File: src/rtl/dsp_pkg.sv
// shared types and constants for the debug port stop/security block
// assumes a single 40 MHz bus clock; serial-interface clock arrives as an asynchronous level, synchronised in dsp_top
package dsp_pkg;

	// ************************
	// operating modes
	// ************************
	typedef enum logic [1:0] {
		DSP_MODE_NORMAL_SINGLE = 2'b00,
		DSP_MODE_NORMAL_EXP = 2'b01,
		DSP_MODE_SPECIAL_SINGLE = 2'b10,
		DSP_MODE_SPECIAL_TEST = 2'b11
	} dsp_mode_type;

	// ************************
	// command classes
	// ************************
	typedef enum logic [1:0] {
		DSP_CMD_ALWAYS = 2'b00,
		DSP_CMD_ACTIVE_ONLY = 2'b01,
		DSP_CMD_MEMORY = 2'b10,
		DSP_CMD_MASS_ERASE = 2'b11
	} dsp_cmd_class_type;

	typedef struct packed {
		dsp_cmd_class_type cmd_class;
		logic [7:0] opcode;
	} dsp_cmd_type;

	// ************************
	// stop handshake
	// ************************
	typedef enum logic [2:0] {
		DSP_ST_RUN = 3'b000,
		DSP_ST_ENTER_WAIT = 3'b001,
		DSP_ST_ENTER_ACK = 3'b010,
		DSP_ST_STOPPED = 3'b011,
		DSP_ST_EXIT_ACK = 3'b100
	} dsp_stop_state_type;

	localparam logic [1:0] DSP_ACK_SI_CYCLES = 2'h2;
	localparam logic [1:0] DSP_ACK_BUS_CYCLES = 2'h2;

	typedef struct packed {
		logic bus_clk_en;
		logic si_clk_en;
		logic core_clk_en;
	} dsp_clk_gate_type;

endpackage

File: src/rtl/dsp_top.sv
// debug controller: access gating by mode/security, and stop-mode clock handshake
// assumes serial-interface clock ticks arrive as an asynchronous toggle-free pulse level,
// synchronised here, as is the clock-source select; all other inputs are on clk
`timescale 1ns/1ps
module dsp_top (
	// clock and reset
	input wire logic clk,
	input wire logic reset,
	// mode and security, sampled at reset release
	input wire dsp_pkg::dsp_mode_type mode,
	input wire logic secured,
	// debug settings
	input wire logic debug_enable_bit,
	input wire logic debug_clocks_in_stop_bit,
	input wire logic debug_clock_source_select,
	// serial-interface clock, from the link side
	input wire logic debug_serial_interface_clock,
	// host command
	input wire logic cmd_valid,
	input wire dsp_pkg::dsp_cmd_type cmd,
	output logic cmd_accept,
	output logic cmd_reject,
	// internal access progress
	input wire logic debug_access_busy,
	// stop control
	input wire logic stop_request,
	input wire logic wake_request,
	input wire logic bus_masters_idle,
	output logic stop_active,
	output logic stop_handshake_busy,
	// clock gates
	output dsp_pkg::dsp_clk_gate_type clk_gate,
	// status
	output logic active_debug_state,
	output logic controller_enabled,
	output logic debug_clock_ok
);
	import dsp_pkg::*;

	// ************************
	// mode and security capture
	// ************************
	logic reset_seen;
	logic special_mode;
	logic secured_latched;
	logic enable_eff;

	// mode straps caught on the first clock after release, not by reset itself
	always_ff @(posedge clk) begin
		if (reset) begin
			reset_seen <= 1'b0;
			special_mode <= 1'b0;
			secured_latched <= 1'b1;
		end else if (!reset_seen) begin
			reset_seen <= 1'b1;
			special_mode <= (mode == DSP_MODE_SPECIAL_SINGLE);
			secured_latched <= secured;
		end
	end

	// ************************
	// controller enable and active state
	// ************************
	logic next_controller_enabled;

	always_comb begin
		next_controller_enabled = controller_enabled;
		if (!reset_seen) begin
			next_controller_enabled = 1'b0;
		end else if (!special_mode && secured_latched) begin
			next_controller_enabled = 1'b0;
		end else if (special_mode) begin
			next_controller_enabled = 1'b1;
		end else if (!stop_active) begin
			next_controller_enabled = debug_enable_bit;
		end else begin
			// serial clock is dead in stop when disabled, so no enabling there
			next_controller_enabled = controller_enabled;
		end
	end

	always_ff @(posedge clk) begin
		if (reset) begin
			controller_enabled <= 1'b0;
		end else begin
			controller_enabled <= next_controller_enabled;
		end
	end

	// active debug state straight out of reset in special single-chip mode
	always_ff @(posedge clk) begin
		if (reset) begin
			active_debug_state <= 1'b0;
		end else if (!reset_seen) begin
			active_debug_state <= (mode == DSP_MODE_SPECIAL_SINGLE);
		end else if (!next_controller_enabled) begin
			active_debug_state <= 1'b0;
		end
	end

	assign enable_eff = controller_enabled;

	// ************************
	// command gating
	// ************************
	logic cmd_allowed;

	dsp_cmd_filter u_filter (
		.controller_enabled(enable_eff),
		.secured(secured_latched),
		.cmd(cmd),
		.allowed(cmd_allowed)
	);

	always_ff @(posedge clk) begin
		if (reset) begin
			cmd_accept <= 1'b0;
			cmd_reject <= 1'b0;
		end else begin
			cmd_accept <= cmd_valid && cmd_allowed;
			cmd_reject <= cmd_valid && !cmd_allowed;
		end
	end

	// ************************
	// serial clock tick detection
	// ************************
	logic si_sync;
	logic si_prev;
	logic si_tick;

	dsp_sync u_si_sync (
		.clk(clk),
		.reset(reset),
		.async_in(debug_serial_interface_clock),
		.sync_out(si_sync)
	);

	always_ff @(posedge clk) begin
		if (reset) begin
			si_prev <= 1'b0;
		end else begin
			si_prev <= si_sync;
		end
	end

	assign si_tick = si_sync && !si_prev;

	// ************************
	// clock source select
	// ************************
	logic css_sync;

	// select comes from the host side, so it is resynchronised like the serial clock
	dsp_sync u_css_sync (
		.clk(clk),
		.reset(reset),
		.async_in(debug_clock_source_select),
		.sync_out(css_sync)
	);

	// debug clock usable across stop only with source select clear
	always_ff @(posedge clk) begin
		if (reset) begin
			debug_clock_ok <= 1'b0;
		end else begin
			debug_clock_ok <= !css_sync;
		end
	end

	// ************************
	// stop handshake
	// ************************
	dsp_stop_state_type state;
	dsp_stop_state_type next_state;
	logic [1:0] si_count;
	logic [1:0] bus_count;
	logic ack_done;
	logic count_clear;

	assign ack_done = (si_count == DSP_ACK_SI_CYCLES) && (bus_count == DSP_ACK_BUS_CYCLES);

	always_comb begin
		next_state = state;
		count_clear = 1'b0;
		case (state)
			DSP_ST_RUN: begin
				if (stop_request) begin
					next_state = DSP_ST_ENTER_WAIT;
				end
			end
			DSP_ST_ENTER_WAIT: begin
				// pending: clocks untouched until masters and debug access finish
				if (bus_masters_idle && !debug_access_busy) begin
					count_clear = 1'b1;
					next_state = enable_eff ? DSP_ST_ENTER_ACK : DSP_ST_STOPPED;
				end
			end
			DSP_ST_ENTER_ACK: begin
				if (ack_done) begin
					next_state = DSP_ST_STOPPED;
				end
			end
			DSP_ST_STOPPED: begin
				if (wake_request) begin
					count_clear = 1'b1;
					next_state = enable_eff ? DSP_ST_EXIT_ACK : DSP_ST_RUN;
				end
			end
			DSP_ST_EXIT_ACK: begin
				if (ack_done) begin
					next_state = DSP_ST_RUN;
				end
			end
			default: next_state = DSP_ST_RUN;
		endcase
	end

	always_ff @(posedge clk) begin
		if (reset) begin
			state <= DSP_ST_RUN;
		end else begin
			state <= next_state;
		end
	end

	// serial ticks counted first, then bus cycles
	always_ff @(posedge clk) begin
		if (reset || count_clear) begin
			si_count <= '0;
			bus_count <= '0;
		end else if (state == DSP_ST_ENTER_ACK || state == DSP_ST_EXIT_ACK) begin
			if (si_count != DSP_ACK_SI_CYCLES) begin
				if (si_tick) begin
					si_count <= si_count + 2'h1;
				end
			end else if (bus_count != DSP_ACK_BUS_CYCLES) begin
				bus_count <= bus_count + 2'h1;
			end
		end
	end

	// ************************
	// outputs
	// ************************
	dsp_clk_gate_type next_gate;

	// exit handshake keeps the stop clocking and the stopped flag until it completes
	function automatic logic held_in_stop(input dsp_stop_state_type s);
		return (s == DSP_ST_STOPPED) || (s == DSP_ST_EXIT_ACK);
	endfunction

	always_comb begin
		next_gate = '{bus_clk_en: 1'b1, si_clk_en: 1'b1, core_clk_en: 1'b1};
		if (held_in_stop(state)) begin
			if (!enable_eff) begin
				next_gate = '{bus_clk_en: 1'b0, si_clk_en: 1'b0, core_clk_en: 1'b0};
			end else if (!debug_clocks_in_stop_bit) begin
				next_gate = '{bus_clk_en: 1'b0, si_clk_en: 1'b1, core_clk_en: 1'b1};
			end else begin
				next_gate = '{bus_clk_en: 1'b1, si_clk_en: 1'b1, core_clk_en: 1'b1};
			end
		end
	end

	always_ff @(posedge clk) begin
		if (reset) begin
			clk_gate <= '{bus_clk_en: 1'b1, si_clk_en: 1'b1, core_clk_en: 1'b1};
		end else begin
			clk_gate <= next_gate;
		end
	end

	always_ff @(posedge clk) begin
		if (reset) begin
			stop_active <= 1'b0;
		end else begin
			stop_active <= held_in_stop(next_state);
		end
	end

	always_ff @(posedge clk) begin
		if (reset) begin
			stop_handshake_busy <= 1'b0;
		end else begin
			stop_handshake_busy <= (next_state == DSP_ST_ENTER_WAIT) || (next_state == DSP_ST_ENTER_ACK)
				|| (next_state == DSP_ST_EXIT_ACK);
		end
	end
endmodule // dsp_top

File: src/rtl/dsp_sync.sv
// two-flop synchroniser for one level from outside the clock domain
// assumes clk is the bus clock
`timescale 1ns/1ps
module dsp_sync (
	// clock and reset
	input wire logic clk,
	input wire logic reset,
	// level
	input wire logic async_in,
	output logic sync_out
);
	logic stage1;

	always_ff @(posedge clk) begin
		if (reset) begin
			stage1 <= 1'b0;
			sync_out <= 1'b0;
		end else begin
			stage1 <= async_in;
			sync_out <= stage1;
		end
	end
endmodule // dsp_sync

File: src/rtl/dsp_cmd_filter.sv
// decides whether a host debug command may run, from controller enable and security
// assumes mode and security are stable outside reset
`timescale 1ns/1ps
module dsp_cmd_filter (
	// state
	input wire logic controller_enabled,
	input wire logic secured,
	// command
	input wire dsp_pkg::dsp_cmd_type cmd,
	output logic allowed
);
	import dsp_pkg::*;

	always_comb begin
		allowed = 1'b0;
		if (controller_enabled) begin
			if (!secured) begin
				allowed = 1'b1;
			end else begin
				// secure: only always-available, plus mass erase for unlocking
				case (cmd.cmd_class)
					DSP_CMD_ALWAYS: allowed = 1'b1;
					DSP_CMD_MASS_ERASE: allowed = 1'b1;
					DSP_CMD_MEMORY: allowed = 1'b0;
					default: allowed = 1'b0;
				endcase
			end
		end
	end
endmodule // dsp_cmd_filter

File: config.mk
export PLATFORM = sky130hd
export DESIGN_NAME = dsp_top
export DESIGN_NICKNAME = d
export VERILOG_FILES = /design/src/rtl/dsp_pkg.sv /design/src/rtl/dsp_top.sv /design/src/rtl/dsp_sync.sv /design/src/rtl/dsp_cmd_filter.sv
export SDC_FILE = /design/constraint.sdc
export NUM_CORES = 1
export LEC_CHECK = 0
export BUFFER_PORTS_ARGS = -buffer_cell sky130_fd_sc_hd__buf_2
export CORE_ASPECT_RATIO = 1.75
export CORE_MARGIN = 5
export CORE_UTILIZATION = 35
export CTS_CLUSTER_SIZE = 40
export DETAILED_ROUTE_END_ITERATION = 16
export PLACE_DENSITY_LB_ADDON = 0.2
export SKIP_CTS_REPAIR_TIMING = 1
export SYNTH_ARGS = -nofsm -noshare
export SYNTH_HDL_FRONTEND = slang
export SYNTH_SLANG_ARGS = --single-unit
File: constraint.sdc
create_clock -name clk -period 1.75 [get_ports clk]
set_input_delay 0.35 -clock clk [delete_from_list [all_inputs] [get_ports clk]]
set_output_delay 0.35 -clock clk [all_outputs]
set_load 0.01 [all_outputs]
### Word-level counts from Yosys, hierarchy flattened

Index checks and enable logic that the tools add are counted.

| word-level totals | value |
|---|---|
| bits in registers | 25 |
| input port bits | 24 |
| logic and storage cells | 86 |

| operators by class | value |
|---|---|
| $add $sub $neg | 2 |
| equal/unequal tests | 15 |
| multiplexer cells | 23 |
| bitwise operators | 2 |
| reduce and logical (&&, ||, !) cells | 23 |

Operators with widths:

| kind | number |
|---|---|
| 3-bit two-way mux | 8 |
| 3-bit one-hot mux with 5 select lines | 1 |
| 1-bit two-way mux | 13 |
| 3-bit by 2-bit equality test with 1-bit output, second input constant | 4 |
| 2-bit equality test, second input constant | 4 |
| 3-bit by 1-bit equality test with 1-bit output, second input constant | 2 |
| 3-bit equality test, second input constant | 2 |
| 1-bit logical AND | 6 |
| 1-bit logical OR | 6 |
| 2-bit inequality test, second input constant | 3 |
| 3-bit AND reduction | 2 |
| 1-bit zero test | 5 |
| 2-bit by 1-bit adder with 2-bit output, second input constant | 2 |
| 2-bit OR reduction | 2 |
| 3-bit zero test | 1 |
| 2-bit zero test | 1 |
| 1-bit NOT | 2 |
| 1-bit one-hot mux with 2 select lines | 1 |

### Depth between registers and ports, before layout

Gate-level depths: netlist of the first run.

| logic depth | value |
|---|---|
| depth in word-level cells | 7 |
| gate-level depth with buffers | 6 |
| mapped depth without buffers | 6 |

### Hierarchy

Synthesis of the first run repeated with hierarchy kept, for this count alone.

| unflattened totals | value |
|---|---|
| cell total of the unflattened synthesis | 95 |
| area, all modules | 970.9 um2 |

By module, submodules not included:

| module | times used | cells each | area each (um2) | seq. area each (um2) |
|---|---|---|---|---|
| dsp_top | 1 | 85 | 849.6 | 400.4 |
| dsp_sync | 2 | 4 | 52.6 | 40.0 |
| dsp_cmd_filter | 1 | 2 | 16.3 | 0.0 |

### Worst setup path after synthesis of the first run

Ideal clock, no wire load.

| path | value |
|---|---|
| path type | flip-flop to flip-flop |
| from | register state[0] |
| to | register stop_active |
| setup time | 0.071 ns |
| data arrival time | 1.232 ns |
| data required time | 1.679 ns |
| setup slack | 0.448 ns |
| cell stages (with the launch flop) | 6 |
| buffers on the path | 1 |
| path through | dfxtp_1 buf_6 and4b_1 a2bb2oi_1 or3_1 a21oi_1 |

| on the way | value |
|---|---|
| longest elaborated chain between the ends | 4 |
| elaborated cells on any way between the ends | 14 |

RTL lines:

| item | line | source |
|---|---|---|
| from (decl) | dsp_top.sv:174 | `dsp_stop_state_type state;` |
| from (signal assigned) | dsp_top.sv:223 | `state <= next_state;` |
| 3-bit equality test (tied with other cells) | dsp_top.sv:186 | `case (state)` |
| 3-bit one-hot mux with 5 select lines * | dsp_top.sv:186 |  |
| 3-bit by 2-bit equality test with 1-bit output / 3-bit equality test (equally long branches) | dsp_top.sv:250 | `return (s == DSP_ST_STOPPED) \|\| (s == DSP_ST_EXIT_ACK);` |
| 1-bit logical OR * | dsp_top.sv:250 |  |
| to (signal assigned) | dsp_top.sv:278 | `stop_active <= held_in_stop(next_state);` |
| to (decl) | dsp_top.sv:29 | `output logic stop_active,` |

Mark *: on every way between the ends. The rest lies on a longest branch, timed or not.
A chain may end at the register's enable or synchronous reset.

### Worst setup path after layout of the first run

Ends and elaborated chain as after synthesis.

==> metrics.cfg, run 1 <==
[final_layout]
drive_gt1_share_pct = 26.7
layout-area-overhead-vs-synth_pct = 17.9
final_nets = 148
fin_util_pct = 42.3
nFillCells = 272
antennaDiodeCount = 0

[synthesis]
synth_top_area_cell = dfxtp_1
synthTopCellsByCount = 24 x dfxtp_1, 12 x nor2_1, 7 x nand2_1
synthCells = 96
synth_edf_count = 0
synth_cell_type_count = 36
ys.warnings.count = 0
yosysMostFrequentCell = dfxtp_1
syn_area_um2 = 965
syn_nets = 122
synth_top_area_share_pct = 49.8
synthTopCellsByArea = dfxtp_1 50%, nor2_1 4.7%, nor2b_1 3.2%
ys_ff_latch = 24
async_flop_share_pct = 0
ys_seq_area_share_pct = 49.8
yosys_most_used_dff = dfxtp_1
syn_avg_cell_area_um2 = 10.0

[cts]
cts-root-buf = clkbuf_8
cts_tree = yes
clock_latency_ns = 0.26
clock-sinks = 24
h-tree-depth = 1
clk_pin_slew_ns = 0.08
numCtsBuffers = 3
clock_path_buffers = 2

[floorplan]
fp-row-count = 25
start_util_pct = 35.9
dieArea_um2 = 3950
die_h_um = 79.5
core_um2 = 2690
ios = 34
die_x_um = 49.7

[setup_path]
crit_fanout = 10
worst_setup_path_start_kind = flop
timing_worst_setup_path_type = reg -> reg
r2r_slack_ns = 0.25
crit_path_end_kind = flop
ff2ff_path_depth = 4
worstPathArrival_ns = 1.64
critPathRequiredTime_ns = 1.89

[power]
seqPwrFrac_pct = 59.7
comb_power_share_pct = 8.7
p_per_area_nw_per_um2 = 859
pwr-share-clk_pct = 31.6
netSwitchingFraction_pct = 22.1
power_switching_uw = 216
leakage_uw = 0.000466
peakVddDrop_uv = 530
power.internal_uw = 761

[timing]
maxSlewHeadroom_pct = 66.8
fin_crit_ns = 1.50
final.setup.tns_ns = 0
finalMaxSlewViolations = 0
clock_skew_ns = 0.00320
hold_viol = 0
rsz0062_at_grt = no
max_slew.worst_pin.slew_ns = 0.495
min_period_over_period_pct = 85.7
fmax_mhz = 666
finalSetupViolCount = 0

[place]
dp_hpwl_um = 1440
port_buffers = 25
place_congestion = 0.737

[detailed_routing]
wirelength_um = 1790
routedWlPerCell_um = 12.2
detail-route-antenna-nets = 0
drtIter0Drc = 5
route.detailed.drc = 0
dr.pass1.iters = 2
vias_per_cell = 4.87
vias = 716

[global_routing]
busiest_layer = met2
grt_pass1_wl_um = 3120
grt-ovfl-total = 0
use_met2_pct = 18.0
track_usage_pct = 9.94
grt_pass1_vias = 747
grt_max_degree = 17
use_met3_pct = 2.43
antenna_found_initial = 0
grtUsageMet1_pct = 10.3

[run]
maxCapViolations = 0

[outcome]
status = finished, final reports clean

[hold_path]
hold_depth = 2
hp-class = in -> reg

## per-stage QoR
stage / power [uW] / hold slack, ns / instances / setup WS, ns / instance area [um2]
after CTS: 995 / 0.291 / 147 / 0.251 / 1140
after detailed placement: 683 / 0.376 / 144 / 0.282 / 1100
after global placement: 681 / 0.376 / 144 / 0.291 / 1100
after floorplan: 649 / 0.368 / 96 / 0.448 / 965
final: 977 / 0.297 / 147 / 0.249 / 1140
after global routing: 1030 / 0.290 / 147 / 0.120 / 1140
## worst paths after layout
kind / start / endpoint
worst min-delay path: debug_serial_interface_clock / u_si_sync.stage1
worst min register to register: u_css_sync.sync_out / debug_clock_ok
worst max-delay path: state[0] / stop_active
worst max register to register: state[0] / stop_active
## flip-flops by register name, indices dropped and copies added, names as in the netlist
| register | cells |
|---|---|
| bus_count | 2 |
| reset_seen | 1 |
| u_si_sync.stage1 | 1 |
| cmd_reject | 1 |
| special_mode | 1 |
| active_debug_state | 1 |
| secured_latched | 1 |
| state | 3 |
| stop_active | 1 |
| u_css_sync.sync_out | 1 |
| si_prev | 1 |
| clk_gate | 2 |
| stop_handshake_busy | 1 |
| si_count | 2 |
| cmd_accept | 1 |
| u_css_sync.stage1 | 1 |
| debug_clock_ok | 1 |
| controller_enabled | 1 |
| u_si_sync.sync_out | 1 |
## cells in the final DEF (no fill, tap or decap), types with 2 or more instances in the layout
cell	count
o21bai_1	2
or3_1	2
nor3b_1	2
clkbuf_8	3
a211oi_1	2
nand2_1	7
ha_1	2
nor2b_1	5
xnor2_1	3
dfxtp_1	24
mux2i_1	2
inv_1	4
nor2_1	12
buf_2	25
a21oi_1	5
and3_1	2
## critical path, stage by stage, from the launching register on
cell and delay [ns]:
dfxtp_1 0.60, and4b_1 0.26, a2bb2oi_1 0.31, or3_1 0.16, a21oi_1 0.06
## logic make-up after synthesis
family | after synthesis | share of synthesized area, %
xor+xnor | 4 | 3.63
simple gates | 38 | 24.3
mux | 2 | 2.08
buf+inv | 8 | 4.41
flops | 24 | 49.8
compound gates | 18 | 13.2
fa+ha+maj | 2 | 2.59
## cell type report
| type | count | area (um2) | area share, % |
|---|---|---|---|
| Multi-Input combinational cell | 64 | 442 | 38.8 |
| Tap cell | 27 | 33.8 | 2.97 |
| Timing Repair Buffer | 25 | 125 | 11.0 |
| Sequential cell | 24 | 480 | 42.2 |
| Inverter | 4 | 15.0 | 1.32 |
| Clock buffer | 3 | 41.3 | 3.63 |
## power by group through the flow
stage / logic [uW] / registers (uW) / clock network [uW]
floorplan: 58.6 / 590 / 0
global placement: 85.2 / 596 / 0
detailed placement: 86.3 / 597 / 0
CTS: 86.7 / 584 / 325
global route: 96.7 / 587 / 348
finish: 85.0 / 583 / 309
## routing by layer
metal / part of all wire [%] / wire, um
met5: 0 / 0
met4: 1.2 / 22
met3: 3.8 / 68
met2: 54 / 970
met1: 41 / 729
Power figures use the tool's default switching activity.
==> inputs of run 2 (changes only) <==
SYNTH_HIERARCHICAL = 1   (was not set)
==> metrics.cfg, run 2 <==
[outcome]
status = finished, final reports clean

[timing]
final.setup.tns_ns = 0  ; unchanged
max_slew.worst_pin.slew_ns = 0.367  ; -0.128 ns
hold_viol = 0  ; unchanged
finalMaxSlewViolations = 0  ; unchanged
finalSetupViolCount = 0  ; unchanged
fmax_mhz = 668  ; +0.21%
clock_skew_ns = 0.00233  ; -0.000869 ns
maxSlewHeadroom_pct = 75.3  ; +8.6 points
fin_crit_ns = 1.50  ; -0.00310 ns
hold_ws_ns = 0.289  ; -0.00841 ns
rsz0062_at_grt = no
min_period_over_period_pct = 85.6  ; -0.18 points

[detailed_routing]
wirelength_um = 1700  ; -4.9%
vias = 716  ; unchanged
dr.pass1.iters = 4  ; +2
route.detailed.drc = 0  ; unchanged
detail-route-antenna-nets = 0  ; unchanged
routedWlPerCell_um = 11.6  ; -4.9%
vias_per_cell = 4.87  ; unchanged
drtIter0Drc = 13  ; +8

[setup_path]
timing_worst_setup_path_type = reg -> reg
r2r_slack_ns = 0.25  ; about the same
critPathRequiredTime_ns = 1.90  ; about the same
crit_fanout = 4  ; -6
path_buf_inv = 1  ; +1
worst_setup_path_start_kind = flop
worstPathArrival_ns = 1.65  ; about the same
critPathTopFamily = compound AO/OA/AOI/OAI gates
slowest_stage = dfxtp_1
critical_path.cell_chain = inv_1, ha_1, a21oi_1, o32a_4, nor4b_2, a211o_2
crit_path_end_kind = flop
crit_path_max_incr_delay_ns = 0.36  ; -0.24 ns

[cts]
clk_pin_slew_ns = 0.08  ; about the same
cts-root-buf = clkbuf_8
numCtsBuffers = 3  ; unchanged
clock_path_buffers = 2  ; unchanged
cts_tree = yes
clock_latency_ns = 0.26  ; about the same
h-tree-depth = 1  ; unchanged
clock-sinks = 24  ; unchanged

[floorplan]
fp-row-count = 25  ; unchanged
dieArea_um2 = 3970  ; +0.55%
start_util_pct = 36.1  ; +0.23 points
ios = 34  ; unchanged
die_h_um = 79.7  ; +0.28%
die_x_um = 49.8  ; +0.26%
core_um2 = 2690  ; unchanged

[synthesis]
syn_avg_cell_area_um2 = 10.2  ; +1.7%
yosysMostFrequentCell = dfxtp_1
ys_ff_latch = 24  ; unchanged
synth_fa_ha_area_share_pct = 2.58  ; -0.017 points
synth_top_area_share_pct = 49.5  ; -0.32 points
synth_top_area_cell = dfxtp_1
async_flop_share_pct = 0  ; unchanged
synth_top_family_by_area = simple AND/OR/NAND/NOR gates
yosys_most_used_dff = dfxtp_1
syn_nets = 121  ; -0.82%
synth.mux.area_fraction_pct = 2.06  ; -0.013 points
ys.warnings.count = 6  ; +6
synthTopCellsByCount = 24 x dfxtp_1, 9 x nor2_1, 6 x nand2_1, 6 x nor2b_1
synthCells = 95  ; -1.0%
yosys.area_share.simple_pct = 24.5  ; +0.23 points
synth_edf_count = 0  ; unchanged
synthTopCellsByArea = dfxtp_1 49%, nor2b_1 3.9%, nor2_1 3.5%
synth_cell_type_count = 35  ; -2.8%
synth_xor_area_share_pct = 3.61  ; -0.023 points
syn_area_um2 = 971  ; +0.65%
ys_seq_area_share_pct = 49.5  ; -0.32 points
synth_compound_area_share_pct = 12.4  ; -0.86 points

[final_layout]
layout_commonest_cell = buf_2
final_cell_mix = 25 x buf_2, 24 x dfxtp_1, 9 x nor2_1, 6 x nor2b_1, 6 x nand2_1
top_register = state
nFillCells = 279  ; +2.6%
final_area_um2 = 1150  ; +1.5%
layout-area-overhead-vs-synth_pct = 18.9
drive_gt1_share_pct = 30.8  ; +4.2 points
final_nets = 147  ; -0.68%
largest_reg_flops = 3  ; unchanged
antennaDiodeCount = 0  ; unchanged

[power]
power_switching_uw = 219  ; +1.4%
comb_power_share_pct = 8.7  ; about the same
netSwitchingFraction_pct = 21.2  ; -0.90 points
p_per_area_nw_per_um2 = 894  ; +4.1%
peakVddDrop_uv = 403  ; -24%
power.internal_uw = 814  ; +6.9%
seqPwrFrac_pct = 56.2  ; -3.5 points
pwr-share-clk_pct = 35.1  ; +3.5 points
leakage_uw = 0.000481  ; +3.2%

[place]
place_area_um2 = 1100  ; +0.34%
dp_hpwl_um = 1330  ; -7.0%
place_congestion = 0.691  ; -6.3%
port_buffers = 25  ; unchanged

[run]
maxCapViolations = 0  ; unchanged

[global_routing]
grt_pass1_vias = 666  ; -11%
grt_max_degree = 18  ; +1
antenna_found_initial = 0  ; unchanged
grt_pass1_wl_um = 2840  ; -8.9%
track_usage_pct = 9.13  ; -0.81 points
grt-ovfl-total = 0  ; unchanged

[hold_path]
hp-class = in -> reg

-- run 2: area by class of cell --
class | count | area (um2) | area share (%)
Sequential cell | 24 | 480 | 41.6
Multi-Input combinational cell | 62 | 438 | 37.9
Timing Repair Buffer | 26 | 133 | 11.5
Clock buffer | 4 | 55.1 | 4.77
Tap cell | 27 | 33.8 | 2.93
Inverter | 4 | 15.0 | 1.30
-- run 2: path summary, 6_finish.rpt --
path / cells after the start / start / end
setup / recovery: 6 / bus_count[0] / stop_handshake_busy
hold / removal: 3 / debug_clocks_in_stop_bit / clk_gate[2]
setup reg to reg: 6 / bus_count[0] / stop_handshake_busy
hold reg to reg: 1 / u_css_sync/sync_out / debug_clock_ok
-- run 2: layer usage --
| metal | global-route usage, % | up-vias | share of wire [%] |
|---|---|---|---|
| met3 | 2.43 | 4 | 5.9 |
| li1 | - | 377 | - |
| met2 | 14.7 | 14 | 51 |
| met5 | 0 | - | 0 |
| met4 | 4.72 | 0 | 1.5 |
| met1 | 10.9 | 321 | 41 |
-- run 2: cell families (layout without fill, tap and decap cells) --
group / count (synthesis) / count (layout)
AO/OA/AOI/OAI: 15 / 15
AND/OR/NAND/NOR: 39 / 39
adder cells (fa/ha/maj): 2 / 2
buffers and inverters: 9 / 34
multiplexers: 2 / 2
flip-flops: 24 / 24
XOR/XNOR: 4 / 4
-- run 2: power groups by stage --
| stage | Sequential [uW] | Clock (uW) | Combinational, uW |
|---|---|---|---|
| 6_report | 581 | 362 | 90.0 |
| 5_1_grt | 584 | 402 | 102 |
| 4_1_cts | 581 | 378 | 91.7 |
| 3_5_place_dp | 594 | 0 | 91.2 |
| 3_3_place_gp | 593 | 0 | 89.8 |
| 2_1_floorplan | 590 | 0 | 61.5 |
-- run 2: worst register-to-register path, stage by stage, from the launching register on --
cell	delay [ns]
dfxtp_1	0.36
inv_1	0.05
ha_1	0.23
a21oi_1	0.19
o32a_4	0.22
nor4b_2	0.04
a211o_2	0.31
-- run 2: stage by stage --
step | utilization (%) | cells | total power (uW) | setup WS [ns]
floorplan | - | 95 | 652 | 0.363
global placement | 40.9 | 143 | 683 | 0.282
detailed placement | 40.9 | 143 | 685 | 0.260
CTS | 42.9 | 147 | 1050 | 0.242
global route | 42.9 | 147 | 1090 | 0.147
finish | 42.9 | 147 | 1030 | 0.253
